**src/effecter_enable_defs.vh**
```
`ifndef EFFECTER_ENABLE_DEFS_VH
`define EFFECTER_ENABLE_DEFS_VH

// ==========================================================
// Handle values
`define HANDLE_RSVD_LOW 16'h0000
`define HANDLE_RSVD_HIGH 16'hffff

// ==========================================================
// Request layout
`define HDR_BYTES 5'h03
`define BYTE_HANDLE_LSB 5'h00
`define BYTE_HANDLE_MSB 5'h01
`define BYTE_SET_COUNT 5'h02
`define SET_COUNT_MIN 8'h01
`define SET_COUNT_MAX 8'h08
`define BYTE_CNT_SAT 5'h1f

// ==========================================================
// Operational state codes
`define OP_ENABLED 8'h01
`define OP_DISABLED 8'h02
`define OP_UNAVAILABLE 8'h03

// ==========================================================
// Event report control codes
`define EV_EVENTS_ON 8'h00
`define EV_EVENTS_OFF 8'h01
`define EV_KEEP_CURRENT 8'hff

// ==========================================================
// Result codes
`define RC_SUCCESS 8'h00
`define RC_INVALID_DATA 8'h02
`define RC_UNKNOWN_HANDLE 8'h80

// ==========================================================
// Reset values
`define OP_STATE_RESET 8'h01
`define EVENT_EN_RESET 1'b0
`define EFF_STATE_RESET 8'h00

`endif

```
**src/op_record_buffer.v**
```verilog
`timescale 1ns/1ps
`default_nettype none

// ==========================================================
// Byte store of the operation records, word read port
module op_record_buffer #(
    parameter DEPTH = 8
) (
    // Clock and reset
    input wire clk_i,
    input wire reset_n_i,
    // Byte write port
    input wire wr_en_i,
    input wire [3:0] wr_addr_i,
    input wire [7:0] wr_data_i,
    // Record read port
    input wire rd_en_i,
    input wire [2:0] rd_idx_i,
    output reg [15:0] rd_data_o
);

    reg [7:0] mem [0:2*DEPTH-1];

    always @(posedge clk_i) begin
        if (wr_en_i) begin
            mem[wr_addr_i] <= wr_data_i;
        end
    end

    always @(posedge clk_i or negedge reset_n_i) begin
        if (!reset_n_i) begin
            rd_data_o <= 16'h0000;
        end else if (rd_en_i) begin
            rd_data_o <= {mem[{rd_idx_i, 1'b1}], mem[{rd_idx_i, 1'b0}]};
        end
    end

endmodule

`default_nettype wire

```
**src/state_effecter_enable_cmd.v**
```verilog
`timescale 1ns/1ps
`default_nettype none
`include "effecter_enable_defs.vh"

// Contract
// - The request opens with a 16-bit effecter handle, and 0x0000 and 0xffff never name an effecter.
// - An 8-bit set count follows the handle and is legal only from 0x01 to 0x08.
// - Effecters under one handle are reached by offsets 0 to 7, eight at most.
// - One two-byte record per counted effecter follows, op state byte then event control byte.
// - The op state byte selects enabled, disabled (code 2) or unavailable.
// - Accepted op state codes carry the same values as those the state query reports.
// - The event control byte turns event generation on or off for that effecter.
// - Event control 0xff leaves the effecter's event setting as it is.
// - Every request gets an 8-bit result code, 0x80 when the handle names no effecter; the code answers a request under 3 bytes with 0x02 whatever its handle.
// - A disabled effecter refuses any update of its state.
// - An effecter with a default state returns to it when it becomes disabled.
module state_effecter_enable_cmd #(
    parameter [7:0] NUM_EFFECTERS = 8'h08
) (
    // Clock and reset
    input wire clk_i,
    input wire reset_n_i,
    // Configuration
    input wire [15:0] own_handle_i,
    input wire [7:0] has_default_i,
    input wire [63:0] default_state_i,
    // Request byte stream
    input wire rx_valid_i,
    input wire [7:0] rx_data_i,
    input wire rx_last_i,
    output reg rx_ready_o,
    // Result
    output reg result_valid_o,
    output reg [7:0] result_code_o,
    // Effecter state write port
    input wire write_req_i,
    input wire [2:0] write_offset_i,
    input wire [7:0] write_state_i,
    output reg write_done_o,
    output reg write_refused_o,
    // Effecter status
    output reg [63:0] op_state_o,
    output reg [7:0] event_enable_o,
    output reg [63:0] effecter_state_o,
    output reg [7:0] default_restore_o
);

    // ==========================================================
    // Decoding functions
    function op_code_ok;
        input [7:0] code;
        begin
            op_code_ok = (code == `OP_ENABLED) || (code == `OP_DISABLED) ||
                (code == `OP_UNAVAILABLE);
        end
    endfunction

    function ev_code_ok;
        input [7:0] code;
        begin
            ev_code_ok = (code == `EV_EVENTS_ON) || (code == `EV_EVENTS_OFF) ||
                (code == `EV_KEEP_CURRENT);
        end
    endfunction

    // ==========================================================
    // Sequencer states
    localparam [2:0] ST_RECV = 3'h0;
    localparam [2:0] ST_CHECK = 3'h1;
    localparam [2:0] ST_READ = 3'h2;
    localparam [2:0] ST_APPLY = 3'h3;
    localparam [2:0] ST_DONE = 3'h4;

    reg [2:0] state_r;
    reg [4:0] byte_cnt_r;
    reg [15:0] handle_r;
    reg [7:0] set_count_r;
    reg bad_rec_r;
    reg [2:0] idx_r;

    wire take_byte = rx_valid_i && rx_ready_o;
    wire [4:0] rec_pos = byte_cnt_r - `HDR_BYTES;
    wire in_records = (byte_cnt_r >= `HDR_BYTES) && (rec_pos < 5'h10);
    wire [8:0] exp_len = {set_count_r, 1'b0} + {4'h0, `HDR_BYTES};
    wire handle_bad = (handle_r == `HANDLE_RSVD_LOW) || (handle_r == `HANDLE_RSVD_HIGH) ||
        (handle_r != own_handle_i);
    wire count_bad = (set_count_r < `SET_COUNT_MIN) || (set_count_r > `SET_COUNT_MAX) ||
        (set_count_r > NUM_EFFECTERS);
    wire len_bad = (exp_len != {4'h0, byte_cnt_r});
    wire [15:0] rec_data;
    wire [7:0] rec_op = rec_data[7:0];
    wire [7:0] rec_ev = rec_data[15:8];
    wire [7:0] last_idx = set_count_r - 8'h01;

    // ==========================================================
    // Record store
    op_record_buffer #(
        .DEPTH(8)
    ) u_records (
        .clk_i(clk_i),
        .reset_n_i(reset_n_i),
        .wr_en_i(take_byte && in_records),
        .wr_addr_i(rec_pos[3:0]),
        .wr_data_i(rx_data_i),
        .rd_en_i(state_r == ST_READ),
        .rd_idx_i(idx_r),
        .rd_data_o(rec_data)
    );

    // ==========================================================
    // Request sequencer
    always @(posedge clk_i or negedge reset_n_i) begin
        if (!reset_n_i) begin
            state_r <= ST_RECV;
            byte_cnt_r <= 5'h00;
            handle_r <= 16'h0000;
            set_count_r <= 8'h00;
            bad_rec_r <= 1'b0;
            idx_r <= 3'h0;
            rx_ready_o <= 1'b1;
            result_valid_o <= 1'b0;
            result_code_o <= `RC_SUCCESS;
        end else begin
            result_valid_o <= 1'b0;
            case (state_r)
                ST_RECV: begin
                    if (take_byte) begin
                        if (byte_cnt_r != `BYTE_CNT_SAT) begin
                            byte_cnt_r <= byte_cnt_r + 5'h01;
                        end
                        if (byte_cnt_r == `BYTE_HANDLE_LSB) begin
                            handle_r[7:0] <= rx_data_i;
                        end
                        if (byte_cnt_r == `BYTE_HANDLE_MSB) begin
                            handle_r[15:8] <= rx_data_i;
                        end
                        if (byte_cnt_r == `BYTE_SET_COUNT) begin
                            set_count_r <= rx_data_i;
                        end
                        if (in_records && !rec_pos[0] && !op_code_ok(rx_data_i)) begin
                            bad_rec_r <= 1'b1;
                        end
                        if (in_records && rec_pos[0] && !ev_code_ok(rx_data_i)) begin
                            bad_rec_r <= 1'b1;
                        end
                        if (rx_last_i) begin
                            rx_ready_o <= 1'b0;
                            state_r <= ST_CHECK;
                        end
                    end
                end
                ST_CHECK: begin
                    idx_r <= 3'h0;
                    if (byte_cnt_r < `HDR_BYTES) begin
                        result_code_o <= `RC_INVALID_DATA;
                        state_r <= ST_DONE;
                    end else if (handle_bad) begin
                        result_code_o <= `RC_UNKNOWN_HANDLE;
                        state_r <= ST_DONE;
                    end else if (count_bad || len_bad || bad_rec_r) begin
                        result_code_o <= `RC_INVALID_DATA;
                        state_r <= ST_DONE;
                    end else begin
                        state_r <= ST_READ;
                    end
                end
                ST_READ: begin
                    state_r <= ST_APPLY;
                end
                ST_APPLY: begin
                    if ({5'h00, idx_r} == last_idx) begin
                        result_code_o <= `RC_SUCCESS;
                        state_r <= ST_DONE;
                    end else begin
                        idx_r <= idx_r + 3'h1;
                        state_r <= ST_READ;
                    end
                end
                ST_DONE: begin
                    result_valid_o <= 1'b1;
                    byte_cnt_r <= 5'h00;
                    bad_rec_r <= 1'b0;
                    rx_ready_o <= 1'b1;
                    state_r <= ST_RECV;
                end
                default: begin
                    state_r <= ST_RECV;
                    rx_ready_o <= 1'b1;
                end
            endcase
        end
    end

    // ==========================================================
    // Effecter state and settings
    wire [5:0] apply_base = {idx_r, 3'b000};
    wire [5:0] write_base = {write_offset_i, 3'b000};
    wire apply_now = (state_r == ST_APPLY);
    wire goes_disabled = (rec_op == `OP_DISABLED) &&
        (op_state_o[apply_base +: 8] != `OP_DISABLED);

    always @(posedge clk_i or negedge reset_n_i) begin
        if (!reset_n_i) begin
            op_state_o <= {8{`OP_STATE_RESET}};
            event_enable_o <= {8{`EVENT_EN_RESET}};
            effecter_state_o <= {8{`EFF_STATE_RESET}};
            default_restore_o <= 8'h00;
            write_done_o <= 1'b0;
            write_refused_o <= 1'b0;
        end else begin
            default_restore_o <= 8'h00;
            write_done_o <= 1'b0;
            write_refused_o <= 1'b0;
            if (write_req_i) begin
                if (op_state_o[write_base +: 8] == `OP_DISABLED) begin
                    write_refused_o <= 1'b1;
                end else begin
                    effecter_state_o[write_base +: 8] <= write_state_i;
                    write_done_o <= 1'b1;
                end
            end
            if (apply_now) begin
                op_state_o[apply_base +: 8] <= rec_op;
                if (rec_ev == `EV_EVENTS_ON) begin
                    event_enable_o[idx_r] <= 1'b1;
                end else if (rec_ev == `EV_EVENTS_OFF) begin
                    event_enable_o[idx_r] <= 1'b0;
                end
                // Keep-current code leaves the bit untouched
                if (goes_disabled && has_default_i[idx_r]) begin
                    effecter_state_o[apply_base +: 8] <= default_state_i[apply_base +: 8];
                    default_restore_o[idx_r] <= 1'b1;
                end
            end
        end
    end

endmodule

`default_nettype wire

```
**config.mk**
```make
export PLATFORM = sky130hd
export DESIGN_NAME = state_effecter_enable_cmd
export DESIGN_NICKNAME = d
export VERILOG_FILES = /design/src/op_record_buffer.v /design/src/state_effecter_enable_cmd.v
export VERILOG_INCLUDE_DIRS = /design/src
export SDC_FILE = /design/constraint.sdc
export NUM_CORES = 1
export LEC_CHECK = 0
export BUFFER_PORTS_ARGS = -buffer_cell sky130_fd_sc_hd__buf_2
export CAP_MARGIN = 20
export CORE_ASPECT_RATIO = 1.1
export CORE_MARGIN = 2
export CORE_UTILIZATION = 35
export CTS_CLUSTER_SIZE = 25
export DETAILED_ROUTE_END_ITERATION = 12
export PLACE_DENSITY = 0.62
export SYNTH_ARGS = -nofsm -noshare
export SYNTH_HDL_FRONTEND = slang
export SYNTH_SLANG_ARGS = --single-unit
```
**constraint.sdc**
```tcl
create_clock -name clk_i -period 3.4 [get_ports clk_i]
set_input_delay 0.34 -clock clk_i [delete_from_list [all_inputs] [get_ports clk_i]]
set_output_delay 0.34 -clock clk_i [all_outputs]
set_load 0.1 [all_outputs]
```
* After elaboration in Yosys (flattened, before gate mapping) *
Memories as Yosys holds them, arrays and structs flattened. A register that Yosys moved wholly into a read port is not among the register bits.
Cells that the tools add are included.

word-level totals
  register bits after elaboration = 192
  memory bits (writable) = 128
  input port bits = 112
  output and inout port bits = 156
  memories = 1

memories
  memory         depth  width  rd ports  clocked after memory_dff  write ports  RTL line               text
  u_records.mem  16     8      2         2                         1            op_record_buffer.v:22  reg [7:0] mem [0:2*DEPTH-1];

operators by class
  add/sub/neg operators = 7
  $lt $le $gt $ge = 7
  equality and inequality tests = 26
  shift operators = 8
  mux-type cells = 46
  bitwise logic cells = 4
  reductions and logical operators = 44

operators by type and width
  cell                      count
  $mux W64                  4
  $bwmux W64                3
  $shiftx A64 B7 Y8         3
  $shiftx A8 B8 Y64         3
  $shift A8 B8 Y64 const A  2
  $mux W8                   8
  $eq A8 B2 Y1 const B      4
  $mux W3                   7
  $reduce_and A3 Y1         7
  $eq A16 B16 Y1 const B    1
  $eq A8 B1 Y1 const B      2
  $logic_not A16 Y1         1
  $logic_not A8 Y1          2
  $ne A16 B16 Y1            1
  $neg A6 Y8                2
  $pmux W8 S2               1
  $mux W1                   14
  $pmux W3 S4               1
  $logic_and A1 B1 Y1       10
  $logic_or A1 B1 Y1        10
  $mux W5                   2
  $pmux W5 S2               1
  $add A9 B2 Y9 const B     1
  $ne A9 B5 Y1              1
  38 further kinds          51

* Depth between registers and ports, before layout *
  word-level depth = 9
  depth in mapped cells = 13
  depth with buffers taken out = 9

* Cells and area by module *
From an unflattened synthesis, not the netlist that was laid out.

unflattened totals
  cells, all modules = 1318
  area total of the unflattened synthesis = 15972.8 um2

modules (own cells, without submodules)
  module                     instances  cells each  area an instance (um2)
  state_effecter_enable_cmd  1          983         10269.8
  op_record_buffer           1          335         5703.0

* Worst setup path after synthesis *
No wires, ideal clock.

  path kind = reg-to-reg
  start = register idx_r[0]
  end = register effecter_state_o[37]
  arrival time = 3.390 ns
  required time = 3.273 ns
  setup slack = -0.117 ns
  cell stages (with the launch flop) = 13
  path buffers = 4
  clock period less this slack = 3.517 ns
  path through = dfrtp_1 inv_1 buf_1 clkbuf_1 buf_1 ha_1 or4b_2 nor3_1 nand3_1 a41oi_2 buf_2 a21boi_0 a21oi_1

between the ends
  longest elaborated chain between the ends = 6

ends and longest elaborated chain
  what                                                                       RTL line                         text
  start: declaration                                                         state_effecter_enable_cmd.v:79   reg [2:0] idx_r;
  start signal: assignment                                                   state_effecter_enable_cmd.v:175  idx_r <= idx_r + 3'h1;
  parallel branches: the longest is 4 deep, another holds $shiftx A64 B7 Y8  -
  $mux W64 (*)                                                               state_effecter_enable_cmd.v:230  if (goes_disabled && has_default_i[idx_r]) begin
  $mux W64 (*)                                                               state_effecter_enable_cmd.v:222  if (apply_now) begin
  end signal: assignment                                                     state_effecter_enable_cmd.v:206  effecter_state_o <= {8{`EFF_STATE_RESET}};
  end signal: indexed assignment                                             state_effecter_enable_cmd.v:218  effecter_state_o[write_base +: 8] <= write_state_i;
  end signal: indexed assignment                                             state_effecter_enable_cmd.v:231  effecter_state_o[apply_base +: 8] <= default_state_i[apply_base +: 8];
  end: declaration                                                           state_effecter_enable_cmd.v:44   output reg [63:0] effecter_state_o,

Mark *: on every way between the ends. The select of a mux whose other input is x is not followed.
A chain may end at the register's enable or synchronous reset.

* Final worst setup path *
  start = register idx_r[2]
  end = register effecter_state_o[50]

Same word-level chain as after synthesis.

==> out/results.txt <==
Library cell used as clock root buffer: sky130_fd_sc_hd__clkbuf_16. Setup repair after global routing left no endpoint under its margin. The flow ran to the end, and the final reports show no timing, DRC or antenna violations.

In this run the remaining antenna-violating nets after routing total 0. The tools report the worst flop-to-flop path startpoint as idx_r[2]. The clock network latency to the later pin of the worst-skew pair came out at 0.57 ns. The total overflow left after global routing is 0.

The net count of the finished layout was 1783. The final-report max-slew violation count was 0. The layer with the highest usage after global routing was met2. Dividing the final minimum period by the clock period gives 90.66%.

The core region is 0.04469 mm2. At the pin with the least slew margin, the transition time is 1.041 ns. The library cell occupying the most area in the post-synthesis netlist is sky130_fd_sc_hd__dfrtp_1.

Dividing total power by cell area gives a power density of 510.3 mW/mm2. After synthesis, the netlist uses 85 different library cells. The via count of the first global-routing pass was 12890.

In the global route stage, met3 resource usage came out at 4.438%. Summing all multi-input logic gate instances after layout gives 0.006591 mm2. Dividing the detail-routed via count by the number of cells gives 5.699. For this run, the register share of the synthesized area comes to 56.00%.

For this run, the leading register cell type out of synthesis is sky130_fd_sc_hd__dfrtp_1. By area the synthesized netlist is led by sky130_fd_sc_hd__dfrtp_1 30%, sky130_fd_sc_hd__edfxtp_1 24%, sky130_fd_sc_hd__mux2_2 4.7%. The count of cells resized by post-cts repair is 0. The cell area that synthesis handed to floorplanning was 0.01591 mm2.

For the starting density of the core, the log shows 35.60%. The startpoint identified for the worst hold timing path is rx_valid_i. The worst setup path is launched from a flop.

The first routing iteration left 990 violations. The clock buffer count from CTS was 39; the maximum fanout along the worst path was 14. The finished layout holds 2263 standard cells, fillers aside. Global-route track usage on met2: 38.35%. After routing, the total negative slack on setup checks comes to 0 ns. On the final layout, the worst hold slack is 0.07991 ns. Summing all flip-flop and latch instances after layout gives 0.008916 mm2. For the worst flop-to-flop path, the logic depth is 7. TritonCTS built the clock tree.

The clock net in this run drives a total of 330 sinks. Setup slack on the worst reg-to-reg path comes out at 0.32 ns. The die covers 0.04719 mm2. The top cell type by area accounts for 30.35% of the synthesized area.

The worst path required time is 3.81 ns. The number of max-capacitance violations reported was 0. The run gives 0 as the count of endpoints failing setup in the final report. The average wire per standard cell came out at 23.68 um.

Across the routed clock network, the largest skew measured is 0.02666 ns. The floorplan has 81 rows. The flop and latch count out of synthesis was 330.

The number of endpoints with negative hold slack in the final report was 0; the final weighted congestion of routability-driven global placement was 0.8967. Counting along the longest clock path gives a buffer depth of 3. The count of antenna diodes in the layout came out at 0.

The final critical path time including I/O delays and setup was 3.082 ns; the overall track demand over capacity in global routing was 22.40%. A synthesized cell averages 11.71 um2. The post-route netlist has 30.50% of its cells at a drive strength greater than 1. After layout, the design draws a total of 9.899 mW. The count of vias placed by the detailed router is 12900. The gate count after technology mapping is 1359.

Critical path start-end classification: reg2reg. In the routed design, unresolved DRC markers number 0. Path type of the worst min-delay path: in2reg. The share of flip-flops with an asynchronous set or reset after synthesis works out to 61.21%. The die boundary height came out at 227.6 um. Input and output buffers added on the ports amount to 261. The HPWL after detailed placement is 38520 um, and the layout overhead on the synthesized area is 21.91%. The logs give 1 for the number of antenna violations at the first check in global routing and 53580 um for the total wire length after detailed routing. Data on the critical path arrives at its endpoint at 3.49 ns. After clock tree synthesis, the clock-pin slew on the worst setup and hold paths is 0.06 ns.

The horizontal die dimension works out to 207.3 um. The worst pin sits at a relative slew slack of 29.88%. 268 I/O pins were placed. Counting flops with a built-in enable in the synthesized netlist gives 128. The filler cells instantiated in the layout total 4236. For met1 alone, demand over resource in global routing was 28.24%. The total number of H-tree levels is 2, and the warning count from the yosys run is 0. The worst setup path is captured at a flop. In this run the static leakage power is 8.054 nW.

The cell depth of the worst min-delay path was 3. The cell count after placement came out at 2188. The global-route wire length before repair was 80540 um; the largest net degree at the start of global routing was 81. In this run the critical register-to-register path is captured at effecter_state_o[50].

The first TritonRoute pass finished after 5 iterations. The worst setup path startpoint was idx_r[2]. The logs give 0.3244 GHz for the highest attainable clock frequency and 0.0003730 V for the maximum VDD drop. End of the worst hold path: rx_ready_o.
[per-stage QoR]
step / area, um2 / utilization (%) / setup WS [ns]
final: 19400 / 43.40 / 0.3177
after global routing: 19400 / 43.40 / 0.1961
after CTS: 19370 / 43.34 / 0.3791
after detailed placement: 18120 / 40.55 / 0.3550
after global placement: 18120 / 40.55 / 0.4015
after floorplan: 15930 / - / 0.08100
[cells by family after synthesis]
logic type	count (synthesis)	share of synthesized area, %
and+or+nand+nor	412	12.47
AOI/OAI and AO/OA	331	15.11
DFF	330	56.00
muxes	139	10.47
buffers and inverters	97	2.760
xor gates and xnor gates	29	1.596
adders and majority gates	20	1.573
other	1	0.02357
[worst max-delay path by stage]
stage	slack, ns	end	cells past startpoint
final	0.32	effecter_state_o[50]	7
after floorplan	0.08	effecter_state_o[37]	13
after CTS	0.38	effecter_state_o[50]	7
after detailed placement	0.36	effecter_state_o[55]	9
after global placement	0.40	effecter_state_o[55]	9
after global routing	0.20	effecter_state_o[48]	6
[sequential cells by signal, indices dropped and copies added (netlist names), 2 cells and up, named ones only]
register / cells
u_records.mem: 128
effecter_state_o: 64
op_state_o: 64
handle_r: 16
u_records.rd_data_o: 16
default_restore_o: 8
set_count_r: 8
byte_cnt_r: 5
idx_r: 3
state_r: 3
result_code_o: 2
[critical path: stages, from the launching register on]
cell and delay (ns):
sky130_fd_sc_hd__dfrtp_2 0.44, sky130_fd_sc_hd__buf_4 0.21, sky130_fd_sc_hd__mux2_2 0.36, sky130_fd_sc_hd__o211a_1 0.24, sky130_fd_sc_hd__a2111oi_4 0.63, sky130_fd_sc_hd__a41oi_2 0.54
sky130_fd_sc_hd__a221oi_1 0.42, sky130_fd_sc_hd__a21oi_1 0.07
[metal layers]
metal / part of all wire, % / vias up
li1: - / 5753
met1: 41 / 6513
met2: 49 / 519
met3: 6.5 / 111
met4: 3.5 / 0
met5: 0 / -
[synthesized netlist by cell type (15+ instances only)]
library cell	instances
sky130_fd_sc_hd__ha_1	20
sky130_fd_sc_hd__inv_1	18
sky130_fd_sc_hd__edfxtp_1	128
sky130_fd_sc_hd__nor2_1	81
sky130_fd_sc_hd__xnor2_1	27
sky130_fd_sc_hd__mux4_2	15
sky130_fd_sc_hd__o21ai_0	75
sky130_fd_sc_hd__a21oi_1	67
sky130_fd_sc_hd__mux2i_1	54
sky130_fd_sc_hd__nand4_1	22
sky130_fd_sc_hd__nand2_1	155
sky130_fd_sc_hd__a221oi_1	37
sky130_fd_sc_hd__nand3_1	35
sky130_fd_sc_hd__nor4_1	32
sky130_fd_sc_hd__mux2_2	67
sky130_fd_sc_hd__nor3_1	19
sky130_fd_sc_hd__clkbuf_1	37
sky130_fd_sc_hd__dfrtp_1	193
sky130_fd_sc_hd__a31oi_1	30
sky130_fd_sc_hd__buf_2	21
sky130_fd_sc_hd__nor2b_1	15
sky130_fd_sc_hd__a32oi_1	17
[repair_timing]
| action | CTS | global route |
|---|---|---|
| endpoints found under the setup margin | 0 | 0 |
| buffers inserted | 0 | 0 |
| endpoints found under the hold margin | 70 | 0 |
| hold buffers | 1 | 0 |
[cell type report]
| type | count | share of cell area, % |
|---|---|---|
| sequential | 330 | 45.97 |
| multi-input combinational | 937 | 33.98 |
| timing repair buffer | 325 | 9.598 |
| clock buffer | 52 | 5.334 |
| tap | 581 | 3.748 |
| clock inverter | 20 | 1.026 |
| inverter | 18 | 0.3483 |
[cell usage in the layout (no fill, tap or decap), types with 6 or more instances in the layout]
cell type / n
sky130_fd_sc_hd__nor4_1: 32
sky130_fd_sc_hd__ha_1: 20
sky130_fd_sc_hd__dfstp_2: 9
sky130_fd_sc_hd__xnor2_1: 27
sky130_fd_sc_hd__mux4_2: 15
sky130_fd_sc_hd__clkbuf_16: 39
sky130_fd_sc_hd__o21ai_0: 75
sky130_fd_sc_hd__nand2_1: 155
sky130_fd_sc_hd__a32oi_1: 17
sky130_fd_sc_hd__clkbuf_1: 12
sky130_fd_sc_hd__nor2_1: 81
sky130_fd_sc_hd__and3_1: 11
sky130_fd_sc_hd__nor3_1: 19
sky130_fd_sc_hd__buf_2: 260
sky130_fd_sc_hd__edfxtp_1: 128
sky130_fd_sc_hd__a31oi_1: 30
sky130_fd_sc_hd__dfrtp_1: 190
sky130_fd_sc_hd__a221oi_1: 37
sky130_fd_sc_hd__buf_4: 57
sky130_fd_sc_hd__o22ai_1: 7
sky130_fd_sc_hd__mux2_2: 67
sky130_fd_sc_hd__clkinv_2: 9
sky130_fd_sc_hd__a21boi_0: 13
sky130_fd_sc_hd__a21oi_1: 67
sky130_fd_sc_hd__a211o_1: 6
sky130_fd_sc_hd__conb_1: 6
sky130_fd_sc_hd__nand4_1: 22
sky130_fd_sc_hd__nand3_1: 35
sky130_fd_sc_hd__inv_1: 18
sky130_fd_sc_hd__and2_1: 12
sky130_fd_sc_hd__nor2b_1: 15
sky130_fd_sc_hd__a22oi_1: 9
sky130_fd_sc_hd__mux2i_1: 54
[report_power, final]
group,switching [mW],internal [mW],total [mW],leakage [nW]
Combinational,1.20,0.256,1.46,3.74
Sequential,0.0821,4.25,4.33,3.71
Clock,1.72,2.39,4.11,0.608
Total,3.00,6.90,9.90,8.05
(Power assumes the default switching activity.)
